===== src/pkg/switch_ctrl_pkg.sv =====
/*
 Constants, field layouts and carrier types for the serial control
 front end of a multi-channel high-side switch.
 Assumes a single 40 MHz core clock shared by every user of it.
*/
`default_nettype none
package switch_ctrl_pkg;
    // ----------------------------------------------------------
    // Timing
    // ----------------------------------------------------------
    localparam int CLK_HZ = 40_000_000;
    localparam int SPI_MAX_HZ = 5_000_000;
    localparam int WD_TIMEOUT_US = 10_000;
    localparam int WD_CYCLES = WD_TIMEOUT_US * (CLK_HZ / 1_000_000);
    localparam int WD_BITS = 24;
    // ----------------------------------------------------------
    // Frame layout
    // ----------------------------------------------------------
    localparam int FRAME_BITS = 16;
    localparam logic [3:0] BIT_CNT_LAST = 4'hf;
    localparam int ADDR_MSB = 15;
    localparam int ADDR_LSB = 12;
    localparam logic [3:0] ADDR_CTRL = 4'h1;
    localparam logic [3:0] ADDR_CHAN_BASE = 4'h2;
    localparam logic [3:0] ADDR_SENSE = 4'h7;
    // Control word fields
    localparam int DIRECT_EN_LSB = 0;
    localparam int EXT_ON_BIT = 4;
    localparam int FEEDBACK_BIT = 5;
    localparam int GO_SLEEP_BIT = 6;
    // Channel word fields
    localparam int DUTY_LSB = 0;
    localparam int PRESC_LSB = 8;
    localparam int CHAN_ON_BIT = 10;
    // Sense word fields and source codes
    localparam int SRC_LSB = 0;
    localparam int SENSE_EN_BIT = 3;
    localparam logic [2:0] SRC_TEMP = 3'h5;
    localparam logic [2:0] SRC_SUPPLY = 3'h6;
    // ----------------------------------------------------------
    // Channels, PWM and pin sampling
    // ----------------------------------------------------------
    localparam int CHANNELS = 5;
    localparam int DIRECT_INPUTS = 4;
    localparam logic [7:0] REF_DIV_LAST = 8'hff;
    localparam int PIN_COUNT = 10;
    localparam int PIN_RESET = 0;
    localparam int PIN_CS = 1;
    localparam int PIN_SCLK = 2;
    localparam int PIN_SI = 3;
    localparam int PIN_LIMP = 4;
    localparam int PIN_CLK = 5;
    localparam int PIN_IN_LSB = 6;
    localparam logic [9:0] PIN_RESET_VALUE = 10'h002;

    typedef enum logic [2:0] {
        MODE_SLEEP = 3'b001,
        MODE_NORMAL = 3'b010,
        MODE_FAIL = 3'b100
    } mode_type;

    typedef struct packed {
        logic go_sleep;
        logic clk_feedback;
        logic ext_on;
        logic [3:0] direct_en;
    } ctrl_type;

    typedef struct packed {
        logic on;
        logic [1:0] presc;
        logic [7:0] duty;
    } chan_type;

    typedef struct packed {
        logic en;
        logic [2:0] src;
    } sense_type;

    localparam ctrl_type CTRL_RESET = 7'h20;
    localparam chan_type CHAN_RESET = 11'h000;
    localparam sense_type SENSE_RESET = 4'h0;
endpackage
`default_nettype wire


===== src/design/high_side_switch_serial_control.sv =====
/*
 Digital control front end of a multi-channel high-side switch:
 16-bit daisy-chainable serial link, sleep/normal/fail modes, PWM,
 direct-input control, clock-pin feedback and sense synchronisation.
 Assumes every pin input is asynchronous to core_clk and that the
 serial clock stays well below a quarter of the core clock.
*/
`timescale 1ns/1ps
`default_nettype none
module high_side_switch_serial_control #(
    parameter int WD_CYCLES = switch_ctrl_pkg::WD_CYCLES
) (
    input wire logic core_clk,
    input wire logic rst_n,
    input wire logic reset_n_input,
    input wire logic chip_select_n,
    input wire logic serial_clk,
    input wire logic serial_in,
    output logic serial_out,
    output logic serial_out_oe,
    input wire logic limp_home,
    input wire logic direct_input_1,
    input wire logic direct_input_2,
    input wire logic direct_input_3,
    input wire logic direct_input_4,
    input wire logic clk_pin_in,
    output logic clk_pin_out,
    output logic clk_pin_oe,
    output logic [4:0] channel_on,
    output logic external_switch_drive,
    output logic [2:0] analog_sense_source,
    output logic analog_sense_enable,
    output logic sense_sync_n_out,
    output logic sense_sync_n_oe,
    output logic fail_mode
);
    // ----------------------------------------------------------
    // Pin sampling
    // ----------------------------------------------------------
    logic [9:0] pin_raw;
    logic [9:0] sync1_reg;
    logic [9:0] sync2_reg;
    logic [9:0] sync3_reg;
    logic [9:0] clean_reg;
    logic [9:0] clean_next;
    logic [9:0] prev_reg;

    assign pin_raw = {direct_input_4, direct_input_3, direct_input_2,
                      direct_input_1, clk_pin_in, limp_home, serial_in,
                      serial_clk, chip_select_n, reset_n_input};
    // A level is accepted only once the second and third stages agree
    assign clean_next = (sync2_reg & sync3_reg)
                      | (clean_reg & (sync2_reg ^ sync3_reg));

    always_ff @(posedge core_clk) begin
        if (!rst_n) begin
            sync1_reg <= switch_ctrl_pkg::PIN_RESET_VALUE;
            sync2_reg <= switch_ctrl_pkg::PIN_RESET_VALUE;
            sync3_reg <= switch_ctrl_pkg::PIN_RESET_VALUE;
            clean_reg <= switch_ctrl_pkg::PIN_RESET_VALUE;
            prev_reg <= switch_ctrl_pkg::PIN_RESET_VALUE;
        end else begin
            sync1_reg <= pin_raw;
            sync2_reg <= sync1_reg;
            sync3_reg <= sync2_reg;
            clean_reg <= clean_next;
            prev_reg <= clean_reg;
        end
    end

    wire dev_reset = ~clean_reg[switch_ctrl_pkg::PIN_RESET];
    wire cs_level = clean_reg[switch_ctrl_pkg::PIN_CS];
    wire cs_prev = prev_reg[switch_ctrl_pkg::PIN_CS];
    wire sclk_level = clean_reg[switch_ctrl_pkg::PIN_SCLK];
    wire sclk_prev = prev_reg[switch_ctrl_pkg::PIN_SCLK];
    wire ref_level = clean_reg[switch_ctrl_pkg::PIN_CLK];
    wire ref_prev = prev_reg[switch_ctrl_pkg::PIN_CLK];
    wire limp = clean_reg[switch_ctrl_pkg::PIN_LIMP];
    wire si_bit = clean_reg[switch_ctrl_pkg::PIN_SI];
    wire [3:0] inputs = clean_reg[switch_ctrl_pkg::PIN_IN_LSB +: 4];

    wire selected = ~cs_level;
    wire cs_fall = cs_prev & ~cs_level;
    wire cs_rise = ~cs_prev & cs_level;
    wire sclk_rise = selected & ~sclk_prev & sclk_level;
    wire sclk_fall = selected & sclk_prev & ~sclk_level;
    wire ref_rise = ref_prev & ~ref_level ? 1'b0 : ~ref_prev & ref_level;
    wire any_input = |inputs;

    // ----------------------------------------------------------
    // Serial shift path
    // ----------------------------------------------------------
    switch_ctrl_pkg::mode_type mode_reg;
    switch_ctrl_pkg::mode_type mode_next;
    logic [15:0] shift_reg;
    logic [3:0] bit_cnt_reg;
    logic full_reg;
    logic so_reg;
    logic so_oe_reg;
    logic wd_fail_reg;
    logic [15:0] status_word;

    // Status is loaded at frame start so the host reads it back
    assign status_word = {7'h00, wd_fail_reg, limp, mode_reg, inputs};

    always_ff @(posedge core_clk) begin
        if (!rst_n) begin
            shift_reg <= 16'h0000;
            bit_cnt_reg <= 4'h0;
            full_reg <= 1'b0;
        end else if (cs_fall) begin
            shift_reg <= status_word;
            bit_cnt_reg <= 4'h0;
            full_reg <= 1'b0;
        end else if (sclk_rise) begin
            shift_reg <= {shift_reg[14:0], si_bit};
            bit_cnt_reg <= bit_cnt_reg + 4'h1;
            if (bit_cnt_reg == switch_ctrl_pkg::BIT_CNT_LAST) begin
                full_reg <= 1'b1;
            end
        end
    end

    // Chained devices clock 16*N bits; the last 16 are ours
    wire frame_done = cs_rise & full_reg
                    & (bit_cnt_reg == 4'h0) & ~dev_reset;
    wire [3:0] addr = shift_reg[switch_ctrl_pkg::ADDR_MSB:
                                switch_ctrl_pkg::ADDR_LSB];
    wire [11:0] data = shift_reg[11:0];

    always_ff @(posedge core_clk) begin
        if (!rst_n) begin
            so_reg <= 1'b0;
            so_oe_reg <= 1'b0;
        end else begin
            so_oe_reg <= selected;
            if (cs_fall) begin
                so_reg <= status_word[15];
            end else if (sclk_fall) begin
                so_reg <= shift_reg[15];
            end
        end
    end

    // ----------------------------------------------------------
    // Configuration writes
    // ----------------------------------------------------------
    switch_ctrl_pkg::ctrl_type ctrl_reg;
    switch_ctrl_pkg::sense_type sense_reg;
    switch_ctrl_pkg::chan_type chan_reg [0:4];

    wire wr_ctrl = frame_done & (addr == switch_ctrl_pkg::ADDR_CTRL);
    wire wr_sense = frame_done & (addr == switch_ctrl_pkg::ADDR_SENSE);
    wire enter_sleep = (mode_reg == switch_ctrl_pkg::MODE_NORMAL)
                     & (mode_next == switch_ctrl_pkg::MODE_SLEEP);

    always_ff @(posedge core_clk) begin
        if (!rst_n || dev_reset) begin
            ctrl_reg <= switch_ctrl_pkg::CTRL_RESET;
            sense_reg <= switch_ctrl_pkg::SENSE_RESET;
        end else begin
            if (wr_ctrl) begin
                ctrl_reg <= data[6:0];
            end else if (enter_sleep) begin
                ctrl_reg.go_sleep <= 1'b0;
            end
            if (wr_sense) begin
                sense_reg <= data[3:0];
            end
        end
    end

    // ----------------------------------------------------------
    // Mode control and host watchdog
    // ----------------------------------------------------------
    logic [23:0] wd_cnt_reg;
    wire wd_expired = wd_cnt_reg == 24'(WD_CYCLES - 1);

    always_comb begin
        mode_next = mode_reg;
        case (mode_reg)
            switch_ctrl_pkg::MODE_SLEEP: begin
                if (any_input || frame_done) begin
                    mode_next = limp ? switch_ctrl_pkg::MODE_FAIL
                                     : switch_ctrl_pkg::MODE_NORMAL;
                end
            end
            switch_ctrl_pkg::MODE_NORMAL: begin
                if (limp || wd_expired) begin
                    mode_next = switch_ctrl_pkg::MODE_FAIL;
                end else if (ctrl_reg.go_sleep && !any_input) begin
                    mode_next = switch_ctrl_pkg::MODE_SLEEP;
                end
            end
            switch_ctrl_pkg::MODE_FAIL: begin
                // Host must send a frame with limp released to recover
                if (!limp && frame_done) begin
                    mode_next = switch_ctrl_pkg::MODE_NORMAL;
                end
            end
            default: mode_next = switch_ctrl_pkg::MODE_SLEEP;
        endcase
        if (dev_reset) begin
            mode_next = switch_ctrl_pkg::MODE_SLEEP;
        end
    end

    always_ff @(posedge core_clk) begin
        if (!rst_n) begin
            mode_reg <= switch_ctrl_pkg::MODE_SLEEP;
            wd_cnt_reg <= 24'h000000;
            wd_fail_reg <= 1'b0;
        end else begin
            mode_reg <= mode_next;
            if (frame_done ||
                mode_reg != switch_ctrl_pkg::MODE_NORMAL) begin
                wd_cnt_reg <= 24'h000000;
            end else begin
                wd_cnt_reg <= wd_cnt_reg + 24'h000001;
            end
            // Set wins over the read-clear at frame start
            if (dev_reset) begin
                wd_fail_reg <= 1'b0;
            end else if (wd_expired &&
                         mode_reg == switch_ctrl_pkg::MODE_NORMAL) begin
                wd_fail_reg <= 1'b1;
            end else if (cs_fall) begin
                wd_fail_reg <= 1'b0;
            end
        end
    end

    // ----------------------------------------------------------
    // PWM timebase
    // ----------------------------------------------------------
    logic [7:0] ref_div_reg;
    logic [2:0] presc_cnt_reg;
    wire base_tick = ref_rise
                   & (ref_div_reg == switch_ctrl_pkg::REF_DIV_LAST);

    always_ff @(posedge core_clk) begin
        if (!rst_n) begin
            ref_div_reg <= 8'h00;
            presc_cnt_reg <= 3'h0;
        end else begin
            if (ref_rise) begin
                ref_div_reg <= ref_div_reg + 8'h01;
            end
            if (base_tick) begin
                presc_cnt_reg <= presc_cnt_reg + 3'h1;
            end
        end
    end

    // ----------------------------------------------------------
    // Channels
    // ----------------------------------------------------------
    wire [4:0] in_wide = {1'b0, inputs};
    wire [4:0] den_wide = {1'b0, ctrl_reg.direct_en};
    logic [7:0] pwm_cnt_reg [0:4];
    logic [4:0] pwm_on;
    logic [4:0] chan_out_reg;
    logic [4:0] sync_hit;

    genvar i;
    generate
        for (i = 0; i < switch_ctrl_pkg::CHANNELS; i++) begin : g_chan
            wire wr_chan = frame_done
                & (addr == switch_ctrl_pkg::ADDR_CHAN_BASE + 4'(i));
            wire [2:0] mask = 3'((4'h1 << chan_reg[i].presc) - 4'h1);
            wire tick = base_tick
                & ((presc_cnt_reg & mask) == mask);
            wire normal_on = den_wide[i] ? in_wide[i]
                                         : pwm_on[i];
            assign pwm_on[i] = chan_reg[i].on
                & (pwm_cnt_reg[i] < chan_reg[i].duty);
            assign sync_hit[i] = pwm_on[i]
                & (pwm_cnt_reg[i] == {1'b0, chan_reg[i].duty[7:1]});

            always_ff @(posedge core_clk) begin
                if (!rst_n || dev_reset) begin
                    chan_reg[i] <= switch_ctrl_pkg::CHAN_RESET;
                    pwm_cnt_reg[i] <= 8'h00;
                    chan_out_reg[i] <= 1'b0;
                end else begin
                    if (wr_chan) begin
                        chan_reg[i] <= data[10:0];
                    end
                    if (tick) begin
                        pwm_cnt_reg[i] <= pwm_cnt_reg[i] + 8'h01;
                    end
                    case (mode_reg)
                        switch_ctrl_pkg::MODE_NORMAL:
                            chan_out_reg[i] <= normal_on;
                        switch_ctrl_pkg::MODE_FAIL:
                            chan_out_reg[i] <= in_wide[i];
                        default: chan_out_reg[i] <= 1'b0;
                    endcase
                end
            end
        end
    endgenerate

    // ----------------------------------------------------------
    // Pin outputs
    // ----------------------------------------------------------
    logic clk_out_reg;
    logic clk_oe_reg;
    logic ext_reg;
    logic sync_low_reg;
    logic sync_out_reg;
    logic fail_reg;

    wire is_sleep = mode_reg == switch_ctrl_pkg::MODE_SLEEP;
    wire is_normal = mode_reg == switch_ctrl_pkg::MODE_NORMAL;
    wire src_is_chan = sense_reg.src < switch_ctrl_pkg::SRC_TEMP;
    wire src_is_env = (sense_reg.src == switch_ctrl_pkg::SRC_TEMP)
                    | (sense_reg.src == switch_ctrl_pkg::SRC_SUPPLY);
    // Channel source: pulse at mid on-time; temp and supply: hold asserted; source 7: never
    wire sync_want = sense_reg.en & ~is_sleep
        & (src_is_chan ? sync_hit[sense_reg.src] : src_is_env);

    always_ff @(posedge core_clk) begin
        if (!rst_n) begin
            clk_out_reg <= 1'b0;
            clk_oe_reg <= 1'b1;
            ext_reg <= 1'b0;
            sync_low_reg <= 1'b0;
            sync_out_reg <= 1'b1;
            fail_reg <= 1'b0;
        end else begin
            // Sleep always owns the pin; awake it may take the ref
            clk_oe_reg <= ctrl_reg.clk_feedback | is_sleep;
            clk_out_reg <= ~is_sleep;
            // Lost host means no one commands the external switch
            ext_reg <= ctrl_reg.ext_on & is_normal;
            sync_low_reg <= sync_want;
            // Own flop keeps the pin level glitch free next to its enable
            sync_out_reg <= ~sync_want;
            fail_reg <= mode_reg == switch_ctrl_pkg::MODE_FAIL;
        end
    end

    assign serial_out = so_reg;
    assign serial_out_oe = so_oe_reg;
    assign clk_pin_out = clk_out_reg;
    assign clk_pin_oe = clk_oe_reg;
    assign channel_on = chan_out_reg;
    assign external_switch_drive = ext_reg;
    assign analog_sense_source = sense_reg.src;
    assign analog_sense_enable = sense_reg.en;
    assign sense_sync_n_out = sync_out_reg;
    assign sense_sync_n_oe = sync_low_reg;
    assign fail_mode = fail_reg;
endmodule
`default_nettype wire


===== config.mk =====
export PLATFORM = sky130hd
export DESIGN_NAME = high_side_switch_serial_control
export DESIGN_NICKNAME = d
export VERILOG_FILES = /design/src/pkg/switch_ctrl_pkg.sv /design/src/design/high_side_switch_serial_control.sv
export SDC_FILE = /design/constraint.sdc
export NUM_CORES = 1
export LEC_CHECK = 0
export BUFFER_PORTS_ARGS = -buffer_cell sky130_fd_sc_hd__clkbuf_2
export CAP_MARGIN = 20
export CORE_MARGIN = 5
export CORE_UTILIZATION = 40
export CTS_CLUSTER_SIZE = 25
export DETAILED_ROUTE_END_ITERATION = 6
export GPL_TIMING_DRIVEN = 0
export PLACE_DENSITY_LB_ADDON = 0.1
export SYNTH_ARGS = -nofsm -noshare
export SYNTH_HDL_FRONTEND = slang
export SYNTH_SLANG_ARGS = --single-unit

===== constraint.sdc =====
create_clock -name core_clk -period 2.4 [get_ports core_clk]
set_input_delay 0.48 -clock core_clk [delete_from_list [all_inputs] [get_ports core_clk]]
set_output_delay 0.48 -clock core_clk [all_outputs]
set_load 0.01 [all_outputs]

==> impl_metrics.py, run 1 <==
metrics = {
    "outcome": {
        "status": "finished, final reports clean",
    },
    "grt": {
        "grt_usage_pct": 15.8,
        "grt_max_degree": 14,
        "grt_pass1_vias": 6908,
        "gr-total-overflow": 0,
        "grt_pass1_wl_um": 37000,
        "antenna_found_initial": 0,
    },
    "floorplanning": {
        "core.rowCount": 59,
        "die_area_sq_mm": 0.0293,
        "die_h_um": 171,
        "fp.dieW_um": 171,
        "ios": 29,
        "start_util_pct": 40.3,
        "core_area_sq_mm": 0.0258,
    },
    "routing": {
        "drc_errors": 0,
        "vias_per_cell": 4.90,
        "wl_per_cell_um": 15.7,
        "first_pass_iters": 4,
        "dr_total_vias": 7017,
        "drt_iter0_drc": 381,
        "ant_nets": 0,
        "routed_wirelength_um": 22500,
    },
    "synthesis": {
        "synth_area_leaders": "edfxtp_1 27%, dfxtp_1 24%, ha_1 6.6%",
        "syn_area_sq_mm": 0.0104,
        "synth_most_common_cell": "dfxtp_1",
        "ys_ff_latch": 222,
        "syn-num-nets": 1081,
        "synthFlopType": "dfxtp_1",
        "seq_area_frac_synth_pct": 51.9,
        "synth_warnings": 0,
        "synthTopCellsByCount": "127 x dfxtp_1, 108 x nor2_1, 95 x edfxtp_1",
        "synthArstFlopShare_pct": 0,
        "ys_types": 67,
        "syn_avg_cell_area_sq_um": 10.3,
        "synth_top_area_share_pct": 27.4,
        "synthCells": 1014,
        "synth_edf_count": 95,
        "yosysTopAreaCell": "edfxtp_1",
    },
    "clock_tree": {
        "cts_buffers": 26,
        "cts_tree": "yes",
        "cts-root-buf": "clkbuf_16",
        "cts_sinks": 222,
        "clk_path_buf_depth": 3,
        "clock_latency_ps": 530,
        "path_clk_slew_ps": 60,
        "cts_max_level": 1,
    },
    "power": {
        "p_leak_nw": 4.70,
        "comb_power_share_pct": 1.2,
        "seqPwrFrac_pct": 49.5,
        "power.share.clock_pct": 49.3,
        "vdd_drop_max_mv": 0.487,
        "p_switching_w": 0.00165,
        "power.density_mw_per_mm2": 672,
        "p_sw_share_pct": 20.6,
        "p_int_w": 0.00637,
        "power_w": 0.00802,
    },
    "setup_path": {
        "rrSetupSlack_ps": 170,
        "ff2ff_path_depth": 6,
        "cp-start-kind": "register",
        "cp.arrival_ps": 2450,
        "worstPathRequired_ps": 2620,
        "critical_path_class": "register to register",
        "cp_max_fo": 10,
        "endpoint_kind": "register",
    },
    "place": {
        "io_buffers": 28,
        "dpl.hpwl_um": 16000,
        "place_congestion": 0.797,
    },
    "layout": {
        "largest_reg_flops": 55,
        "diodes": 0,
        "syn_to_final_growth_pct": 14.8,
        "nFillCells": 2483,
        "finalNetCount": 1144,
        "register_area_sq_mm": 0.00540,
        "drive_above_1_share_pct": 9.94,
        "multi_input_area_sq_mm": 0.00472,
    },
    "job": {
        "max_cap_violations": 0,
    },
    "timing": {
        "report.final.slew_viol_count": 0,
        "finalHoldViolations": 0,
        "fmax_mhz": 448,
        "period_share_pct": 93.0,
        "totalNegativeSetupSlack_ps": 0,
        "setup_viol": 0,
        "min_period_ps": 2230,
        "rsz0062_at_grt": "false",
        "worst_pin_slew_ps": 885,
        "clock_skew_ps": 19.3,
        "maxSlewHeadroom_pct": 40.4,
    },
    "hold_path": {
        "worstHoldPathCells": 2,
        "hp-class": "primary input to register",
    },
}
## layout by cell type (no fill, tap or decap), types with 26 or more instances in the layout
master     count
o21ai_0       27
clkbuf_16     26
xor2_1        49
inv_1         55
xnor2_1       47
edfxtp_1      95
a21oi_1       32
nor2_1       108
nand3_1       39
clkbuf_1      26
and2_1        94
ha_1          55
dfxtp_1      127
nand2_1       63
nand4_1       26
clkbuf_2      30
## logic make-up (layout without fill, tap and decap cells)
kind of cell    after synthesis  count (layout)  synth area share, %
simple gates                429             429                 22.1
compound gates              113             113                 6.96
flops                       222             222                 51.9
buf+inv                      87             170                 3.25
xor+xnor                     96              96                 8.08
mux                          12              12                 1.15
fa+ha+maj                    55              55                 6.61
## repair_timing
item	4_1_cts	5_1_grt
setup endpoints to repair	40	52
gates resized for setup	5	6
hold buffers	0	0
setup buffers	0	1
pin swaps	0	1
## layout make-up
type	instances	area share [%]
Timing Repair Buffer	35	1.61
Inverter	55	1.73
Buffer	32	1.10
Sequential cell	222	45.2
Clock inverter	13	1.10
Tap cell	335	3.51
Multi-Input combinational cell	705	39.5
Clock buffer	35	6.23
## power groups by stage
stage / Combinational [W] / Clock, W / Sequential (W)
2_1_floorplan: 0.0000644 / 0 / 0.00403
3_3_place_gp: 0.0000960 / 0 / 0.00405
3_5_place_dp: 0.0000970 / 0 / 0.00405
4_1_cts: 0.0000984 / 0.00408 / 0.00397
5_1_grt: 0.000111 / 0.00424 / 0.00397
6_report: 0.0000954 / 0.00396 / 0.00397
## path summary, 6_finish.rpt
path,end,startpoint
max reg2reg,pwm_cnt_reg[3][2]$_SDFFCE_PN0P_,clean_reg[5]$_SDFF_PN0_
min,sync1_reg[1]$_SDFF_PN1_,chip_select_n
max,pwm_cnt_reg[3][2]$_SDFFCE_PN0P_,clean_reg[5]$_SDFF_PN0_
min reg2reg,sync2_reg[1]$_SDFF_PN1_,sync1_reg[1]$_SDFF_PN1_
## worst max-delay path: stages, from the launching register on
cell and delay, ps:
dfxtp_1 340, and2b_2 210, and3_1 250, nand3_1 220
buf_2 270, o21ai_0 340, buf_2 280
## stage by stage
step / area (sq um) / setup slack (ps) / util (%) / hold WS, ps / instances
after floorplan: 10400 / 39.0 / - / 386 / 1014
after global placement: 11000 / -510 / 42.5 / 391 / 1377
after detailed placement: 11000 / -112 / 42.6 / 399 / 1383
after CTS: 11900 / 2.12 / 46.1 / 113 / 1431
after global routing: 11900 / 15.5 / 46.2 / 119 / 1432
final: 11900 / 169 / 46.2 / 132 / 1432
## metal layers
layer / share of wire (%) / GRT usage (%)
met1: 47 / 21.5
met2: 48 / 26.8
met3: 2.8 / 2.14
met4: 2.2 / 3.69
met5: 0 / 0
Note: power is estimated with default switching activity, not from simulation.
==> run 2: changes to the inputs <==
--- a/config.mk
+++ b/config.mk
@@ -5,6 +5,7 @@
 export SDC_FILE = /design/constraint.sdc
 export NUM_CORES = 1
 export LEC_CHECK = 0
+export ABC_AREA = 1
 export BUFFER_PORTS_ARGS = -buffer_cell sky130_fd_sc_hd__clkbuf_2
 export CAP_MARGIN = 20
 export CORE_MARGIN = 5
==> run 2 against run 1 <==
Compared with the run above:
- die area up 2.9%
- routed wire length grew 6.9%
- combinational power increased by 26%
- first-iteration DRC count grew 9.2%
- setup slack got worse by 42 ps
- count of clock-buffer cells in the layout rose by 2
- sequential share of layout area is 0.77 points lower
- final area up 1.7%
- area after synthesis is 3.1% higher
- largest cell class unchanged
==> impl_metrics.py, run 2 <==
metrics = {
    "outcome": {
        "status": "finished, final reports clean",
    },
    "setup_path": {
        "cp-start-kind": "register",
        "crit_cells": 5,
        "r2r-start": "clean_reg[0]$_SDFF_PN0_",
        "cp.arrival_ps": 2540,
        "worstPathRequired_ps": 2670,
        "cp_max_fo": 10,
        "ff2ff_path_depth": 5,
        "r2r-end": "pwm_cnt_reg[3][1]$_SDFFCE_PN0P_",
        "path_cells": "nand2_1 > clkinv_1 > clkbuf_1 > o21ai_1 > buf_2",
        "worst-path-buf-inv": 3,
        "endpoint_kind": "register",
        "cpMaxStageDelayCell": "clkbuf_1",
        "crit_family": "buffers and inverters",
        "critical_path_class": "register to register",
        "rrSetupSlack_ps": 130,
        "crit_path_max_incr_delay_ps": 590,
    },
    "layout": {
        "finalNetCount": 1444,
        "drive_above_1_share_pct": 8.67,
        "syn_to_final_growth_pct": 13.2,
        "final_common_cell": "nand2_1",
        "largest_reg_flops": 55,
        "final_cell_mix": "287 x nand2_1, 208 x inv_1, 197 x nor2_1",
        "diodes": 0,
        "nFillCells": 2624,
    },
    "grt": {
        "grt_usage_pct": 16.1,
        "antenna_found_initial": 0,
        "grt_pass1_wl_um": 40200,
        "grt_max_degree": 14,
        "grt_pass1_vias": 7982,
        "gr-total-overflow": 0,
    },
    "job": {
        "max_cap_violations": 0,
    },
    "routing": {
        "routed_wirelength_um": 24100,
        "drc_errors": 0,
        "dr_total_vias": 8188,
        "wl_per_cell_um": 13.9,
        "ant_nets": 0,
        "first_pass_iters": 5,
        "drt_iter0_drc": 416,
        "vias_per_cell": 4.71,
    },
    "floorplanning": {
        "ios": 29,
        "core.rowCount": 60,
        "fp.dieW_um": 174,
        "start_util_pct": 40.3,
        "core_area_sq_mm": 0.0267,
        "die_h_um": 174,
        "die_area_sq_mm": 0.0302,
    },
    "synthesis": {
        "synth_edf_count": 95,
        "synthTopCellsByCount": "287 x nand2_1, 208 x inv_1, 197 x nor2_1",
        "synthFlopType": "dfxtp_1",
        "synthCells": 1316,
        "ys_ff_latch": 222,
        "syn-num-nets": 1383,
        "ys_types": 40,
        "synth_most_common_cell": "nand2_1",
        "synthArstFlopShare_pct": 0,
        "synth_area_leaders": "edfxtp_1 27%, dfxtp_1 24%, nand2_1 10%",
        "synth_warnings": 0,
        "synth_top_area_share_pct": 26.6,
        "syn_area_sq_mm": 0.0107,
        "yosysTopAreaCell": "edfxtp_1",
        "seq_area_frac_synth_pct": 50.3,
        "syn_avg_cell_area_sq_um": 8.15,
    },
    "timing": {
        "clock_skew_ps": 18.6,
        "finalHoldViolations": 0,
        "setup_viol": 0,
        "min_period_ps": 2270,
        "setup_ws_ps": 127,
        "period_share_pct": 94.7,
        "rsz0062_at_grt": "false",
        "maxSlewHeadroom_pct": 48.7,
        "worst_pin_slew_ps": 762,
        "totalNegativeSetupSlack_ps": 0,
        "fmax_mhz": 440,
        "report.final.slew_viol_count": 0,
    },
    "clock_tree": {
        "holdBufCountCts": 0,
        "cts_max_level": 1,
        "cts_buffers": 25,
        "cts_sinks": 222,
        "path_clk_slew_ps": 60,
        "clock_latency_ps": 530,
        "cts_tree": "yes",
        "clk_path_buf_depth": 3,
        "cts-root-buf": "clkbuf_16",
    },
    "hold_path": {
        "min-delay-start": "clk_pin_in",
        "worstHoldPathCells": 3,
        "whs_endpoint": "sync1_reg[5]$_SDFF_PN0_",
        "hp-class": "primary input to register",
    },
    "place": {
        "dpl.hpwl_um": 17600,
        "dp_slack_ps": -95.8,
        "io_buffers": 28,
        "place_congestion": 0.796,
    },
    "power": {
        "power.density_mw_per_mm2": 636,
        "vdd_drop_max_mv": 0.488,
        "power_w": 0.00773,
        "p_leak_nw": 5.13,
    },
}
run 2: cell count changes after synthesis, moves of 14 or more:
| cell | delta |
|---|---|
| nand2_1 | +224 |
| xor2_1 | -29 |
| nor2_1 | +89 |
| xnor2_1 | -45 |
| inv_1 | +153 |
| and2_1 | -94 |
| a21oi_1 | +46 |
| nand2b_1 | -14 |
| nor3_1 | +29 |
| nor2b_1 | -16 |
| o21ai_0 | +14 |
run 2: kinds of logic (layout without fill, tap and decap cells):
family                   Yosys count  count (layout)  synth area share, %
XOR/XNOR                          22              22                 1.80
adder cells (fa/ha/maj)           55              55                 6.41
AO/OA/AOI/OAI                    152             152                 7.56
buffers and inverters            232             312                 8.15
AND/OR/NAND/NOR                  633             633                 25.8
flip-flops                       222             222                 50.3
run 2: power breakdown:
group          switching, W  internal (W)
registers         0.0000157       0.00394
logic             0.0000833     0.0000370
clock network       0.00152       0.00214
total               0.00162       0.00611
run 2: how the worst max path moves through the flow:
stage	startpoint	end
final	clean_reg[0]$_SDFF_PN0_	pwm_cnt_reg[3][1]$_SDFFCE_PN0P_
after global routing	clean_reg[0]$_SDFF_PN0_	pwm_cnt_reg[3][1]$_SDFFCE_PN0P_
after CTS	clean_reg[0]$_SDFF_PN0_	pwm_cnt_reg[3][2]$_SDFFCE_PN0P_
after detailed placement	rst_n	pwm_cnt_reg[3][2]$_SDFFCE_PN0P_
after global placement	bit_cnt_reg[0]$_SDFFE_PP0P_	chan_reg[3][3]$_SDFFCE_PN0P_
after floorplan	bit_cnt_reg[0]$_SDFFE_PP0P_	chan_reg[1][0]$_SDFFCE_PN0P_
run 2: area by class of cell:
type                       count  area (sq um)  share of cell area (%)
buffer                        20          78.8                   0.649
clock buffer                  37           742                    6.11
clock inverter                 9          47.5                   0.391
inverter                     212           796                    6.55
multi-input combinational    862          4480                    36.9
sequential                   222          5400                    44.4
tap                          341           427                    3.51
timing repair buffer          34           180                    1.48
run 2: worst reg2reg max path: stages, from the launching register on:
cell and delay [ps]:
dfxtp_1 430, nand2_1 190, clkinv_1 260, clkbuf_1 590, o21ai_1 280, buf_2 260
run 2: repair_timing:
item,in CTS,in global routing
buffers inserted,0,0
endpoints found under the setup margin,0,23
resized for setup,0,3
run 2: metrics by stage:
step	cell area [sq um]	hold WS [ps]	util, %	cells
after floorplan	10700	390	-	1316
after global placement	11300	393	42.4	1685
after detailed placement	11300	396	42.6	1691
after CTS	12100	104	45.5	1737
after global routing	12100	124	45.6	1737
final	12100	132	45.6	1737
run 2: layer usage:
layer  up-vias  global-route usage, %  wire [um]
met5         -                      0          0
met4         0                   3.66        437
met2        93                   26.6      10900
met1      3689                   22.1      11800
li1       4367                      -          -
met3        39                   2.84        962
==> run 3: changes to the inputs <==
--- a/config.mk
+++ b/config.mk
@@ -13,7 +13,7 @@
 export CTS_CLUSTER_SIZE = 25
 export DETAILED_ROUTE_END_ITERATION = 6
 export GPL_TIMING_DRIVEN = 0
-export PLACE_DENSITY_LB_ADDON = 0.1
+export PLACE_DENSITY_LB_ADDON = 0.25
 export SYNTH_ARGS = -nofsm -noshare
 export SYNTH_HDL_FRONTEND = slang
 export SYNTH_SLANG_ARGS = --single-unit
==> run 3 against run 2 <==
Compared with the run above:
- first-iteration DRC count increased by 10%
- count of clock-buffer cells in the layout shrank 5
- maximum frequency fell by 2.1%
- clock skew rose by 2.0 ps
- sequential cell count did not move
- largest cell class unchanged
- register-to-register slack got worse by 50 ps
- core utilization up 0.21 points
- final cell count shrank 0.17%
- via count increased by 1.0%
- die area unchanged
==> impl_metrics.py, run 3 (synthesis gave the netlist of run 2 again) <==
metrics = {
    "outcome": {
        "status": "finished, final reports clean",
    },
    "power": {
        "comb_power_share_pct": 1.5,
        "p_sw_share_pct": 21.3,
        "p_switching_w": 0.00171,
        "p_int_w": 0.00630,
        "vdd_drop_max_mv": 0.516,
        "power.share.clock_pct": 49.1,
        "seqPwrFrac_pct": 49.4,
        "power.density_mw_per_mm2": 656,
        "p_leak_nw": 5.15,
        "power_w": 0.00801,
    },
    "timing": {
        "min_period_ps": 2320,
        "fmax_mhz": 431,
        "setup_ws_ps": 78.5,
        "clock_skew_ps": 20.6,
        "worst_pin_slew_ps": 956,
        "period_share_pct": 96.7,
        "maxSlewHeadroom_pct": 35.9,
        "setup_viol": 0,
        "report.final.slew_viol_count": 0,
        "rsz0062_at_grt": "true",
        "finalHoldViolations": 0,
    },
    "clock_tree": {
        "cts_max_level": 1,
        "cts_tree": "yes",
        "path_clk_slew_ps": 60,
        "holdBufCountCts": 0,
        "clk_path_buf_depth": 3,
        "cts_resized": 0,
        "clock_latency_ps": 520,
        "post-cts-setup-buffers": 0,
        "cts-root-buf": "clkbuf_16",
        "cts_sinks": 222,
        "cts_buffers": 25,
    },
    "layout": {
        "nFillCells": 2576,
        "largest_reg_flops": 55,
        "multi_input_area_sq_mm": 0.00449,
        "final_common_cell": "nand2_1",
        "diodes": 0,
        "drive_above_1_share_pct": 8.97,
        "utilization_pct": 45.8,
        "finalNetCount": 1441,
        "syn_to_final_growth_pct": 13.8,
        "final_cell_count_no_fill": 1734,
        "final_cell_mix": "287 x nand2_1, 208 x inv_1, 197 x nor2_1",
        "register_area_sq_mm": 0.00540,
    },
    "routing": {
        "wl_per_cell_um": 13.4,
        "dr_total_vias": 8271,
        "vias_per_cell": 4.77,
        "drc_errors": 0,
        "routed_wirelength_um": 23300,
        "first_pass_iters": 5,
        "drt_iter0_drc": 458,
        "ant_nets": 0,
    },
    "floorplanning": {
        "start_util_pct": 40.3,
        "fp.dieW_um": 174,
        "ios": 29,
        "core_area_sq_mm": 0.0267,
        "die_area_sq_mm": 0.0302,
        "core.rowCount": 60,
        "die_h_um": 174,
    },
    "setup_path": {
        "r2r-start": "bit_cnt_reg[0]$_SDFFE_PP0P_",
        "crit_family": "compound AO/OA/AOI/OAI gates",
        "path_cells": "inv_1 > ha_1 > nand2_1 > nor2_1 > nand2_2 > inv_2 > nand2_1 > o31ai_2",
        "ff2ff_path_depth": 8,
        "cp-startpoint": "bit_cnt_reg[0]$_SDFFE_PP0P_",
        "cp.arrival_ps": 2450,
        "worst-path-buf-inv": 2,
        "crit_top_cell": "nand2_1",
        "critical_path_class": "register to register",
        "crit_cells": 8,
        "worstPathRequired_ps": 2530,
        "crit_path_max_incr_delay_ps": 790,
        "cp-start-kind": "register",
        "endpoint_kind": "register",
        "cpMaxStageDelayCell": "o31ai_2",
        "cp_max_fo": 11,
    },
    "grt": {
        "grt_pass1_vias": 7807,
        "busiest_layer": "met2",
        "met1_usage_pct": 21.7,
        "grt_usage_pct": 15.3,
        "use_met2_pct": 25.0,
        "grt_pass1_wl_um": 38900,
        "gr-total-overflow": 0,
        "gr-usage-met3_pct": 1.94,
        "grt_max_degree": 15,
        "antenna_found_initial": 0,
    },
    "job": {
        "max_cap_violations": 0,
    },
    "place": {
        "place_congestion": 0.842,
        "dpl.hpwl_um": 17000,
        "dp_slack_ps": -24.0,
        "placed_cells": 1688,
        "io_buffers": 28,
    },
    "hold_path": {
        "worstHoldPathCells": 3,
        "hp-class": "primary input to register",
        "min-delay-start": "limp_home",
    },
}
-- run 3: layer usage --
metal	share of wire [%]	vias to the layer above	wire (um)
met1	49	3734	11400
met4	2.4	0	563
met3	4.3	37	1010
li1	-	4350	-
met5	0	-	0
met2	44	150	10300
-- run 3: final cells by class --
cell class                      count  area share [%]
Inverter                          212            6.52
Tap cell                          341            3.50
Timing Repair Buffer               31            1.29
Clock buffer                       32            6.11
Buffer                             20           0.646
Sequential cell                   222            44.2
Multi-Input combinational cell    862            36.8
Clock inverter                     14           0.964
-- run 3: worst paths after layout --
check | to | slack [ps]
hold reg to reg | sync2_reg[5]$_SDFF_PN0_ | 410
hold / removal | sync1_reg[4]$_SDFF_PN0_ | 130
setup / recovery | chan_reg[2][3]$_SDFFCE_PN0P_ | 80
setup reg to reg | chan_reg[2][3]$_SDFFCE_PN0P_ | 80
-- run 3: through the flow --
| stage | hold slack (ps) | setup TNS, ps | cell area [sq um] |
|---|---|---|---|
| global route | 133 | -2830 | 12200 |
| detailed placement | 397 | -260 | 11300 |
| CTS | 114 | 0 | 12200 |
| global placement | 394 | -22890 | 11300 |
| floorplan | 390 | 0 | 10700 |
| finish | 134 | 0 | 12200 |
-- run 3: worst min-delay path: stages --
cell      delay [ps]
clkbuf_2          70
nand2_1           40
inv_1             40
-- run 3: power groups by stage --
stage                logic, W  clock network, W  registers [W]
floorplan           0.0000762                 0        0.00403
global placement     0.000119                 0        0.00403
detailed placement   0.000121                 0        0.00403
CTS                  0.000122           0.00403        0.00395
global route         0.000140           0.00419        0.00395
finish               0.000120           0.00393        0.00395
